## config.mk

```make
export PLATFORM = sky130hd
export DESIGN_NAME = rti_counter
export DESIGN_NICKNAME = d
export VERILOG_FILES = /design/src/logic/rti_pkg.sv /design/src/logic/rti_counter.sv
export SDC_FILE = /design/constraint.sdc
export NUM_CORES = 1
export LEC_CHECK = 0
export BUFFER_PORTS_ARGS = -buffer_cell sky130_fd_sc_hd__buf_2
export CAP_MARGIN = 20
export CORE_MARGIN = 3
export CORE_UTILIZATION = 45
export DETAILED_ROUTE_END_ITERATION = 12
export REMOVE_ABC_BUFFERS = 1
export SLEW_MARGIN = 20
export SYNTH_ARGS = -nofsm -noshare
export SYNTH_HDL_FRONTEND = slang
export SYNTH_SLANG_ARGS = --single-unit
export TNS_END_PERCENT = 5
```

## constraint.sdc

```tcl
create_clock -name aclk -period 6.3 [get_ports aclk]
set_input_delay 0.945 -clock aclk [delete_from_list [all_inputs] [get_ports aclk]]
set_output_delay 0.945 -clock aclk [all_outputs]
set_load 0.01 [all_outputs]
```

## src/logic/rti_pkg.sv

```systemverilog
// constants, register map and carrier types for the rtc counter block
// assumes a 32-bit axi4-lite master on the system clock
package rti_pkg;
   localparam int  RTI_AW           = 8;
   // printed offsets are not all word aligned: indices, byte addr = 4*index
   localparam logic [5:0] IDX_CTRL      = 6'h00;
   localparam logic [5:0] IDX_BUSY      = 6'h01;
   localparam logic [5:0] IDX_INT_EN    = 6'h02;
   localparam logic [5:0] IDX_FLAGS     = 6'h03;
   localparam logic [5:0] IDX_LATCH     = 6'h04;
   localparam logic [5:0] IDX_DEBUG     = 6'h05;
   localparam logic [5:0] IDX_DRIFT     = 6'h06;
   localparam logic [5:0] IDX_SOURCE    = 6'h07;
   localparam logic [5:0] IDX_COUNT_L   = 6'h08;
   localparam logic [5:0] IDX_COUNT_H   = 6'h09;
   localparam logic [5:0] IDX_LIMIT_L   = 6'h0a;
   localparam logic [5:0] IDX_LIMIT_H   = 6'h0b;
   localparam logic [5:0] IDX_MATCH_L   = 6'h0c;
   localparam logic [5:0] IDX_MATCH_H   = 6'h0d;
   localparam logic [5:0] IDX_PIT_CTRL  = 6'h10;
   localparam logic [5:0] IDX_PIT_EN    = 6'h12;
   localparam logic [5:0] IDX_PIT_FLAG  = 6'h13;
   localparam logic [5:0] IDX_IRQ_MASK  = 6'h14;
   localparam logic [5:0] IDX_IRQ_STAT  = 6'h16;
   localparam logic [15:0] LIMIT_RST    = 16'hffff;
   localparam logic [15:0] COUNT_RST    = 16'h0000;
   localparam logic [15:0] MATCH_RST    = 16'h0000;
   localparam logic [7:0]  BYTE_RST     = 8'h00;
   // field positions
   localparam int  BIT_WRAP         = 0;
   localparam int  BIT_MATCH        = 1;
   localparam int  BIT_PIT          = 2;
   localparam int  BIT_DRIFT_ON     = 2;
   localparam int  BIT_HALT_BYPASS  = 0;
   localparam int  BIT_SIGN         = 7;
   localparam int  BIT_PIT_ON       = 0;
   localparam int  BIT_BUSY_COUNT   = 1;
   localparam int  BIT_BUSY_LIMIT   = 2;
   localparam int  SYNC_CYCLES      = 2;
   localparam logic [19:0] PPM_SPAN = 20'd999999;
   localparam logic [3:0]  PIT_OFF  = 4'h0;
   localparam logic [3:0]  PIT_RSVD = 4'hf;
   localparam logic [1:0]  RESP_OK     = 2'b00;
   localparam logic [1:0]  RESP_SLVERR = 2'b10;

   typedef enum logic [1:0] {
      SRC_INTERNAL_FAST,
      SRC_INTERNAL_SLOW,
      SRC_CRYSTAL,
      SRC_PIN
   } rti_source_t;

   typedef struct packed {
      logic                 awvalid;
      logic [RTI_AW-1:0]    awaddr;
      logic                 wvalid;
      logic [31:0]          wdata;
      logic [3:0]           wstrb;
      logic                 bready;
      logic                 arvalid;
      logic [RTI_AW-1:0]    araddr;
      logic                 rready;
   } rti_axi_req_t;

   typedef struct packed {
      logic                 awready;
      logic                 wready;
      logic                 bvalid;
      logic [1:0]           bresp;
      logic                 arready;
      logic                 rvalid;
      logic [31:0]          rdata;
      logic [1:0]           rresp;
   } rti_axi_rsp_t;

   typedef struct packed {
      logic internal_fast_source;
      logic internal_slow_source;
      logic crystal_source;
      logic pin_source;
   } rti_clk_in_t;
endpackage : rti_pkg

```

## src/logic/rti_counter.sv

```systemverilog
// rtc tick counter with match, wrap, drift fix and interval timer
// assumes clock sources arrive as levels synchronous to aclk and are
// edge detected here; axi4-lite master on aclk
// Function
// - set match flag when count equals match value; write one clears
// - set wrap flag when count reaches limit and returns to zero
// - one shared byte latch gives atomic 16-bit register access
// - low byte at base offset, high byte at base plus one
// - with halt bypass zero, debug halt stops counter, drift and interval ticks; pending count and limit writes still land
// - sign zero slows prescaler, sign one speeds it up
// - seven-bit amount is clocks added or removed per million ticks
// - two-bit source pick selects one of four rtc clock sources
// - count write lands two rtc cycles later, busy flag meanwhile
// - limit write lands two rtc cycles later, busy flag meanwhile
// - interval code 0 off, 1..14 give 4..32768 cycles, 15 reserved
// - interval timer runs only while its on bit, bit 0 of the interval control byte, is one
// - interval flag set at each periodic tick; write one clears
// - drift fix applies only while drift fix on bit is one
// - match and wrap requests gated by enable bits 1 and 0
`timescale 1ns/1ns
module rti_counter
   import rti_pkg::*;
(
   input  wire logic                 aclk,
   input  wire logic                 aresetn,
   input  wire rti_pkg::rti_axi_req_t axi_req,
   output      rti_pkg::rti_axi_rsp_t axi_rsp,
   input  wire rti_pkg::rti_clk_in_t  clk_src,
   input  wire logic                 cpu_halted,
   output      logic                 irq
);
   import rti_pkg::*;

   // software registers
   logic [7:0]  ctrl_reg, int_en_reg, latch_reg, debug_reg, drift_reg;
   logic [7:0]  source_reg, pit_reg, pit_en_reg, irq_mask_reg;
   logic [15:0] match_reg, limit_reg, count_reg;
   logic [15:0] count_wr_reg, limit_wr_reg;
   logic [1:0]  flags_reg;
   logic        pit_flag_reg;
   logic [2:0]  irq_stat_reg;
   logic        irq_reg;
   logic [1:0]  count_busy_reg, limit_busy_reg;
   // rtc tick edge detect
   logic [1:0]  src_sync_reg;
   logic        src_prev_reg;
   logic [15:0] pit_cnt_reg;
   logic [19:0] ppm_cnt_reg;
   logic        pit_out_reg;
   // bus
   logic        aw_hold_reg, w_hold_reg, bvalid_reg, rvalid_reg;
   logic [RTI_AW-1:0] awaddr_reg, araddr_reg;
   logic [31:0] wdata_reg, rdata_reg;
   logic [1:0]  bresp_reg, rresp_reg;

   // source selection and tick
   wire  rti_source_t src_sel = rti_source_t'(source_reg[1:0]);
   logic  src_level;
   always_comb begin
      case (src_sel)
         SRC_INTERNAL_FAST: src_level = clk_src.internal_fast_source;
         SRC_INTERNAL_SLOW: src_level = clk_src.internal_slow_source;
         SRC_CRYSTAL:       src_level = clk_src.crystal_source;
         default:           src_level = clk_src.pin_source;
      endcase
   end
   wire run_ok   = debug_reg[BIT_HALT_BYPASS] | ~cpu_halted;
   wire raw_tick = src_sync_reg[1] & ~src_prev_reg;
   wire tick     = raw_tick & run_ok;

   // drift fix: one extra or skipped tick per ppm window slot
   wire drift_on  = ctrl_reg[BIT_DRIFT_ON];
   wire ppm_wrap  = tick & (ppm_cnt_reg == PPM_SPAN);
   wire fix_slot  = drift_on & (drift_reg[6:0] != 7'h00) &
                    (ppm_cnt_reg < {13'h0, drift_reg[6:0]});
   // sign 0: swallow the tick (slower); sign 1: double step (faster)
   wire slow_skip = fix_slot & ~drift_reg[BIT_SIGN];
   wire fast_add  = fix_slot & drift_reg[BIT_SIGN];
   wire step      = tick & ~slow_skip;
   wire [15:0] step_by = fast_add ? 16'h0002 : 16'h0001;

   // counter with wrap and match
   wire        at_limit   = count_reg == limit_reg;
   wire        wrap_now   = step & at_limit;
   wire [16:0] count_sum  = {1'b0, count_reg} + {1'b0, step_by};
   wire [15:0] count_step = wrap_now ? 16'h0000 : count_sum[15:0];
   wire        count_land = count_busy_reg == 2'b01;
   wire        limit_land = limit_busy_reg == 2'b01;
   // a pending write lands on the rtc tick that ends its sync window
   wire [15:0] count_next = (count_land & raw_tick) ? count_wr_reg :
                            step ? count_step : count_reg;
   wire        match_now  = step & (count_step == match_reg);

   // interval timer
   wire [3:0]  pit_code = pit_reg[6:3];
   wire        pit_run  = pit_reg[BIT_PIT_ON] & (pit_code != PIT_OFF) &
                          (pit_code != PIT_RSVD);
   wire [15:0] pit_half = 16'h0001 << pit_code; // 2^code cycles, half of 2^(code+1)
   wire [15:0] pit_cnt_next = pit_run ? (tick ? pit_cnt_reg + 16'h0001 :
                                         pit_cnt_reg) : 16'h0000;
   wire        pit_out_next = pit_run & pit_cnt_next[pit_code];
   wire        pit_event = pit_out_next & ~pit_out_reg;

   // bus decode
   wire aw_ok = aw_hold_reg | axi_req.awvalid;
   wire w_ok  = w_hold_reg | axi_req.wvalid;
   wire [RTI_AW-1:0] wa = aw_hold_reg ? awaddr_reg : axi_req.awaddr;
   wire [31:0] wd = w_hold_reg ? wdata_reg : axi_req.wdata;
   wire do_wr = aw_ok & w_ok & ~bvalid_reg;
   wire wr_en = do_wr & (w_hold_reg | axi_req.wstrb[0]);
   wire [5:0] widx = wa[7:2];
   wire [7:0] wb   = wd[7:0];
   wire wr_mapped = (widx <= IDX_MATCH_H) | (widx == IDX_PIT_CTRL) |
                    (widx == IDX_PIT_EN) | (widx == IDX_PIT_FLAG) |
                    (widx == IDX_IRQ_MASK) | (widx == IDX_IRQ_STAT);
   wire w_ctrl  = wr_en & (widx == IDX_CTRL);
   wire w_inten = wr_en & (widx == IDX_INT_EN);
   wire w_flags = wr_en & (widx == IDX_FLAGS);
   wire w_latch = wr_en & (widx == IDX_LATCH);
   wire w_debug = wr_en & (widx == IDX_DEBUG);
   wire w_drift = wr_en & (widx == IDX_DRIFT);
   wire w_src   = wr_en & (widx == IDX_SOURCE);
   wire w_cnt_l = wr_en & (widx == IDX_COUNT_L);
   wire w_cnt_h = wr_en & (widx == IDX_COUNT_H);
   wire w_lim_l = wr_en & (widx == IDX_LIMIT_L);
   wire w_lim_h = wr_en & (widx == IDX_LIMIT_H);
   wire w_mat_l = wr_en & (widx == IDX_MATCH_L);
   wire w_mat_h = wr_en & (widx == IDX_MATCH_H);
   wire w_pit   = wr_en & (widx == IDX_PIT_CTRL);
   wire w_interval_timer_on = wr_en & (widx == IDX_PIT_EN);
   wire w_pitf  = wr_en & (widx == IDX_PIT_FLAG);
   wire w_mask  = wr_en & (widx == IDX_IRQ_MASK);
   wire w_stat  = wr_en & (widx == IDX_IRQ_STAT);
   // high-byte writes commit latch (low) plus new high byte at once
   wire [15:0] wr16 = {wb, latch_reg};

   // read decode; reading a low byte parks the high byte in the latch
   wire do_rd = axi_req.arvalid & ~rvalid_reg;
   wire [5:0] ridx = axi_req.araddr[7:2];
   wire [7:0] busy_byte = {5'h0, |limit_busy_reg, |count_busy_reg, 1'b0};
   logic [7:0] rbyte;
   logic       rmapped;
   always_comb begin
      rmapped = 1'b1;
      if (ridx == IDX_CTRL) rbyte = ctrl_reg;
      else if (ridx == IDX_BUSY) rbyte = busy_byte;
      else if (ridx == IDX_INT_EN) rbyte = int_en_reg;
      else if (ridx == IDX_FLAGS) rbyte = {6'h0, flags_reg};
      else if (ridx == IDX_LATCH) rbyte = latch_reg;
      else if (ridx == IDX_DEBUG) rbyte = debug_reg;
      else if (ridx == IDX_DRIFT) rbyte = drift_reg;
      else if (ridx == IDX_SOURCE) rbyte = source_reg;
      else if (ridx == IDX_COUNT_L) rbyte = count_reg[7:0];
      else if (ridx == IDX_COUNT_H) rbyte = latch_reg;
      else if (ridx == IDX_LIMIT_L) rbyte = limit_reg[7:0];
      else if (ridx == IDX_LIMIT_H) rbyte = latch_reg;
      else if (ridx == IDX_MATCH_L) rbyte = match_reg[7:0];
      else if (ridx == IDX_MATCH_H) rbyte = latch_reg;
      else if (ridx == IDX_PIT_CTRL) rbyte = pit_reg;
      else if (ridx == IDX_PIT_EN) rbyte = pit_en_reg;
      else if (ridx == IDX_PIT_FLAG) rbyte = {7'h0, pit_flag_reg};
      else if (ridx == IDX_IRQ_MASK) rbyte = irq_mask_reg;
      else if (ridx == IDX_IRQ_STAT) rbyte = {5'h0, irq_stat_reg};
      else begin
         rbyte   = 8'h00;
         rmapped = 1'b0;
      end
   end
   wire r_lo_cnt = do_rd & (ridx == IDX_COUNT_L);
   wire r_lo_lim = do_rd & (ridx == IDX_LIMIT_L);
   wire r_lo_mat = do_rd & (ridx == IDX_MATCH_L);
   wire [7:0] latch_next =
      r_lo_cnt ? count_reg[15:8] : r_lo_lim ? limit_reg[15:8] :
      r_lo_mat ? match_reg[15:8] : (w_latch | w_cnt_l | w_lim_l |
      w_mat_l) ? wb : latch_reg;

   // events: set wins over write-one clear
   wire [1:0] ev_rtc = {match_now, wrap_now};
   wire [1:0] flags_next = ev_rtc | (flags_reg &
                           ~(w_flags ? wb[1:0] : 2'b00));
   wire pit_flag_next = pit_event |
                        (pit_flag_reg & ~(w_pitf & wb[0]));
   wire [2:0] ev_all = {pit_event, match_now, wrap_now};
   wire [2:0] stat_next = ev_all | (irq_stat_reg &
                          ~(w_stat ? wb[2:0] : 3'h0));
   wire [2:0] req_lvl = {pit_flag_reg & pit_en_reg[0],
                         flags_reg[BIT_MATCH] & int_en_reg[BIT_MATCH],
                         flags_reg[BIT_WRAP] & int_en_reg[BIT_WRAP]};
   wire irq_next = |(req_lvl | (irq_stat_reg & irq_mask_reg[2:0]));

   always_ff @(posedge aclk) begin
      if (!aresetn) begin
         ctrl_reg <= BYTE_RST; int_en_reg <= BYTE_RST;
         latch_reg <= BYTE_RST; debug_reg <= BYTE_RST;
         drift_reg <= BYTE_RST; source_reg <= BYTE_RST;
         pit_reg <= BYTE_RST; pit_en_reg <= BYTE_RST;
         irq_mask_reg <= BYTE_RST;
         match_reg <= MATCH_RST; limit_reg <= LIMIT_RST;
         count_reg <= COUNT_RST; count_wr_reg <= COUNT_RST;
         limit_wr_reg <= LIMIT_RST;
         flags_reg <= 2'b00; pit_flag_reg <= 1'b0;
         irq_stat_reg <= 3'h0; irq_reg <= 1'b0;
         count_busy_reg <= 2'b00; limit_busy_reg <= 2'b00;
         src_sync_reg <= 2'b00; src_prev_reg <= 1'b0;
         pit_cnt_reg <= 16'h0000; ppm_cnt_reg <= 20'h00000;
         pit_out_reg <= 1'b0;
      end else begin
         src_sync_reg <= {src_sync_reg[0], src_level};
         src_prev_reg <= src_sync_reg[1];
         ppm_cnt_reg  <= ppm_wrap ? 20'h00000 :
                         tick ? ppm_cnt_reg + 20'h00001 : ppm_cnt_reg;
         if (w_ctrl) ctrl_reg <= wb;
         if (w_inten) int_en_reg <= {6'h0, wb[1:0]};
         if (w_debug) debug_reg <= {7'h0, wb[0]};
         if (w_drift) drift_reg <= wb;
         if (w_src) source_reg <= {6'h0, wb[1:0]};
         if (w_pit) pit_reg <= {1'b0, wb[6:3], 2'b00, wb[0]};
         if (w_interval_timer_on) pit_en_reg <= {7'h0, wb[0]};
         if (w_mask) irq_mask_reg <= {5'h0, wb[2:0]};
         if (w_mat_h) match_reg <= wr16;
         latch_reg <= latch_next;
         // two rtc ticks of synchronisation before a write lands
         if (w_cnt_h && count_busy_reg == 2'b00) begin
            count_wr_reg   <= wr16;
            count_busy_reg <= 2'(SYNC_CYCLES);
         end else if (raw_tick && count_busy_reg != 2'b00)
            count_busy_reg <= count_busy_reg - 2'b01;
         if (w_lim_h && limit_busy_reg == 2'b00) begin
            limit_wr_reg   <= wr16;
            limit_busy_reg <= 2'(SYNC_CYCLES);
         end else if (raw_tick && limit_busy_reg != 2'b00)
            limit_busy_reg <= limit_busy_reg - 2'b01;
         count_reg <= count_next;
         if (limit_land && raw_tick) limit_reg <= limit_wr_reg;
         pit_cnt_reg  <= pit_cnt_next;
         pit_out_reg  <= pit_out_next;
         flags_reg    <= flags_next;
         pit_flag_reg <= pit_flag_next;
         irq_stat_reg <= stat_next;
         irq_reg      <= irq_next;
      end
   end

   // axi4-lite slave: single outstanding write and read
   always_ff @(posedge aclk) begin
      if (!aresetn) begin
         aw_hold_reg <= 1'b0; w_hold_reg <= 1'b0;
         awaddr_reg <= '0; wdata_reg <= 32'h0;
         bvalid_reg <= 1'b0; bresp_reg <= RESP_OK;
         rvalid_reg <= 1'b0; rdata_reg <= 32'h0; rresp_reg <= RESP_OK;
      end else begin
         if (do_wr) begin
            aw_hold_reg <= 1'b0;
            w_hold_reg  <= 1'b0;
            bvalid_reg  <= 1'b1;
            bresp_reg   <= wr_mapped ? RESP_OK : RESP_SLVERR;
         end else begin
            if (axi_req.awvalid && !aw_hold_reg && !bvalid_reg) begin
               aw_hold_reg <= 1'b1;
               awaddr_reg  <= axi_req.awaddr;
            end
            if (axi_req.wvalid && !w_hold_reg && !bvalid_reg) begin
               w_hold_reg <= axi_req.wstrb[0];
               wdata_reg  <= axi_req.wdata;
            end
            if (bvalid_reg && axi_req.bready) bvalid_reg <= 1'b0;
         end
         if (do_rd) begin
            rvalid_reg <= 1'b1;
            rdata_reg  <= {24'h0, rbyte};
            rresp_reg  <= rmapped ? RESP_OK : RESP_SLVERR;
         end else if (rvalid_reg && axi_req.rready)
            rvalid_reg <= 1'b0;
      end
   end

   assign axi_rsp.awready = ~aw_hold_reg & ~bvalid_reg;
   assign axi_rsp.wready  = ~w_hold_reg & ~bvalid_reg;
   assign axi_rsp.bvalid  = bvalid_reg;
   assign axi_rsp.bresp   = bresp_reg;
   assign axi_rsp.arready = ~rvalid_reg;
   assign axi_rsp.rvalid  = rvalid_reg;
   assign axi_rsp.rdata   = rdata_reg;
   assign axi_rsp.rresp   = rresp_reg;
   assign irq             = irq_reg;
endmodule : rti_counter

```

==> results.toml <==
[synth]
synth-seq-area-share_pct = 36.9
syn-instance-count = 1347
synth.largest_area_cell = "sky130_fd_sc_hd__dfxtp_1"
avgSynthCellArea_um2 = 7.93
synthTopCellsByCount = "207 x sky130_fd_sc_hd__nor2_1, 197 x sky130_fd_sc_hd__dfxtp_1, 140 x sky130_fd_sc_hd__nand2_1, 92 x sky130_fd_sc_hd__a21oi_1, 66 x sky130_fd_sc_hd__o21ai_0"
synth.distinct_cells = 80
syn_area_um2 = 10700
yosys.area.top_type_share_pct = 36.9
fraction_of_registers_with_async_set_or_reset_after_synthesis_pct = 0
synth-edff-count = 0
yosys-top-cells-area = "sky130_fd_sc_hd__dfxtp_1 37%, sky130_fd_sc_hd__nor2_1 7.3%, sky130_fd_sc_hd__nand2_1 4.9%"
synth-warning-count = 0
yosys.cell_count.top_type = "sky130_fd_sc_hd__nor2_1"
synth_seq_cells = 197
ys.flop_type = "sky130_fd_sc_hd__dfxtp_1"

[power_and_ir_drop]
post-layout-total-power_uw = 2640
p_leak_uw = 0.00424
vdd_drop_max_uv = 168
power-per-cell-area_nw_per_um2 = 227

[route]
drt_first_pass_iters = 5
dr_total_vias = 9583
drc_viols = 0
post_drt_via_cell_ratio = 5.73
final_antenna_net_count = 0
wirelength_um = 31000
routed_wire_length_per_instance_um = 18.5
dr.first_iter.drc_count = 866

[global_routing]
wire_length_of_the_first_global_routing_pass_um = 49400
track_usage_pct = 24.0
pin_count_of_the_biggest_net_entering_global_routing = 78
met2_usage_pct = 38.9
grt.met3_usage_pct = 3.55
first_global_vias = 8886
globalRouteMet1Util_pct = 32.9
grt_busiest_layer = "met2"
number_of_antenna_violations_at_the_first_check_in_global_routing = 0
global_route.overflow_total = 0

[clocking]
cts.repair.resized = 0
tritoncts = "built"
cts_sinks = 197
postCtsSetupBuffers = 0
cts.path.max_buffers = 2
cts-htree-levels = 4
clock_latency_on_the_worst_skew_pair_ps = 440
clkTransAtPathRegs_ps = 70
clock-root-buffer = "sky130_fd_sc_hd__clkbuf_16"
cts.hold.buffers_added = 0
cts_inserted_buffers = 17

[sta]
timing.setup.tns_ps = 0
slew_at_the_pin_closest_to_its_max_slew_limit_ps = 1170
setup_repair_after_global_routing_missed_its_margin = "false"
setup_viol_count_final = 0
hold_ws_ps = 435
hold_viol_final = 0
timing.slew.headroom_pct = 22.0
period_share_pct = 71.4
final_max_slew_viol_count = 0
max_freq_mhz = 222
clock-skew-final_ps = 10.1
period_needed_ps = 4500

[worst_setup_path]
critPathKind = "flop to flop"
worstPathRequired_ps = 6680
timing.critical_path.from_type = "flop"
arrival_ps = 4880
cp-end-kind = "flop"
path_max_fanout = 6

[floorplanning]
fp.dieArea_um2 = 25600
num_rows = 55
fp.dieW_um = 160
initial_core_util_pct = 46.5
die_height_um = 160
pin_count = 106
placeableCoreArea_um2 = 23000

[final_layout]
layout.core_utilization_pct = 50.6
insertedDiodeCount = 0
layout.nets = 1424
n_fill_cell = 2292
post_route_cells_drive_above_1_share_pct = 10.4
synthToLayoutAreaGrowth_pct = 8.82
number_of_flip_flops_under_the_largest_register_name = 20

[flow_run]
max-cap-violations = 0

[run_status]
run_status = "completed"

[placement]
globalplace.congestion = 0.922
hpwl_um = 21800
portBuffers = 48

[worst_hold_path]
min_path_type = "flop to flop"
==> power breakdown <==
part | switching, uW | total, uW | internal [uW]
logic | 154 | 235 | 81.5
clock network | 526 | 1120 | 593
registers | 23.6 | 1290 | 1260
==> cell usage in the layout (no fill, tap or decap), drive strengths merged, types with 14 or more instances in the layout <==
cell type	n
clkbuf	20
dfxtp	197
xnor2	46
inv	36
buf	65
nand4	23
o21ai	66
xor2	19
nor2	208
nor3	33
ha	14
mux2i	52
conb	26
nand3	47
o211ai	17
nand2	140
a211oi	60
a21oi	92
==> worst max-delay path: stages (launching register included) <==
cell	delay [ps]
sky130_fd_sc_hd__dfxtp_1	410
sky130_fd_sc_hd__inv_1	70
sky130_fd_sc_hd__ha_1	270
sky130_fd_sc_hd__o21ai_0	80
sky130_fd_sc_hd__a211oi_1	480
sky130_fd_sc_hd__a211oi_1	170
sky130_fd_sc_hd__nand2_1	200
sky130_fd_sc_hd__ha_1	200
sky130_fd_sc_hd__inv_1	60
sky130_fd_sc_hd__fa_1	450
sky130_fd_sc_hd__nand4b_1	410
sky130_fd_sc_hd__or2_2	430
sky130_fd_sc_hd__xnor2_1	150
sky130_fd_sc_hd__a211o_1	240
sky130_fd_sc_hd__a211o_1	260
sky130_fd_sc_hd__a211oi_2	250
sky130_fd_sc_hd__nand4_1	220
sky130_fd_sc_hd__nand2_1	120
==> area by class of cell <==
class | count | area (um2) | area share [%]
sequential | 197 | 3940 | 33.9
inverter | 32 | 121 | 1.04
tap | 313 | 392 | 3.37
clock buffer | 20 | 467 | 4.01
timing repair buffer | 65 | 368 | 3.16
multi-input combinational | 1032 | 6200 | 53.3
clock inverter | 12 | 135 | 1.16
==> cell families (layout without fill, tap and decap cells) <==
kind of cell               Yosys count  count (layout)  share of synthesized area, %
AOI/OAI and AO/OA                  315             315                          19.5
xor gates and xnor gates            65              65                          5.33
adders and majority gates           15              15                          1.83
buffers and inverters              143             129                          6.19
DFF                                197             197                          36.9
muxes                               63              63                          6.24
other                                1              26                        0.0351
and+or+nand+nor                    548             548                          23.9
==> metal layers <==
layer | part of all wire [%] | wire length, um | vias up
met5 | 0 | 0 | -
met4 | 2.7 | 848 | 0
met3 | 4.8 | 1480 | 48
met2 | 46 | 14300 | 260
met1 | 46 | 14400 | 4553
li1 | - | - | 4722
==> path summary, 6_finish.rpt <==
path	from	depth (start not counted)	slack, ps	to
min reg2reg	src_sync_reg[0]	1	430	src_sync_reg[1]
min	src_sync_reg[0]	1	430	src_sync_reg[1]
max reg2reg	drift_reg[3]	17	1800	flags_reg[1]
max	drift_reg[3]	17	1800	flags_reg[1]
==> stage by stage <==
step	cell area (um2)	std cells	worst slack, ps
5_1_grt	11600	1671	1370
3_3_place_gp	11000	1639	1920
3_5_place_dp	11000	1639	1870
2_1_floorplan	10200	1261	2590
6_report	11600	1671	1800
4_1_cts	11600	1671	1810
Note: power is estimated with default switching activity, not from simulation.
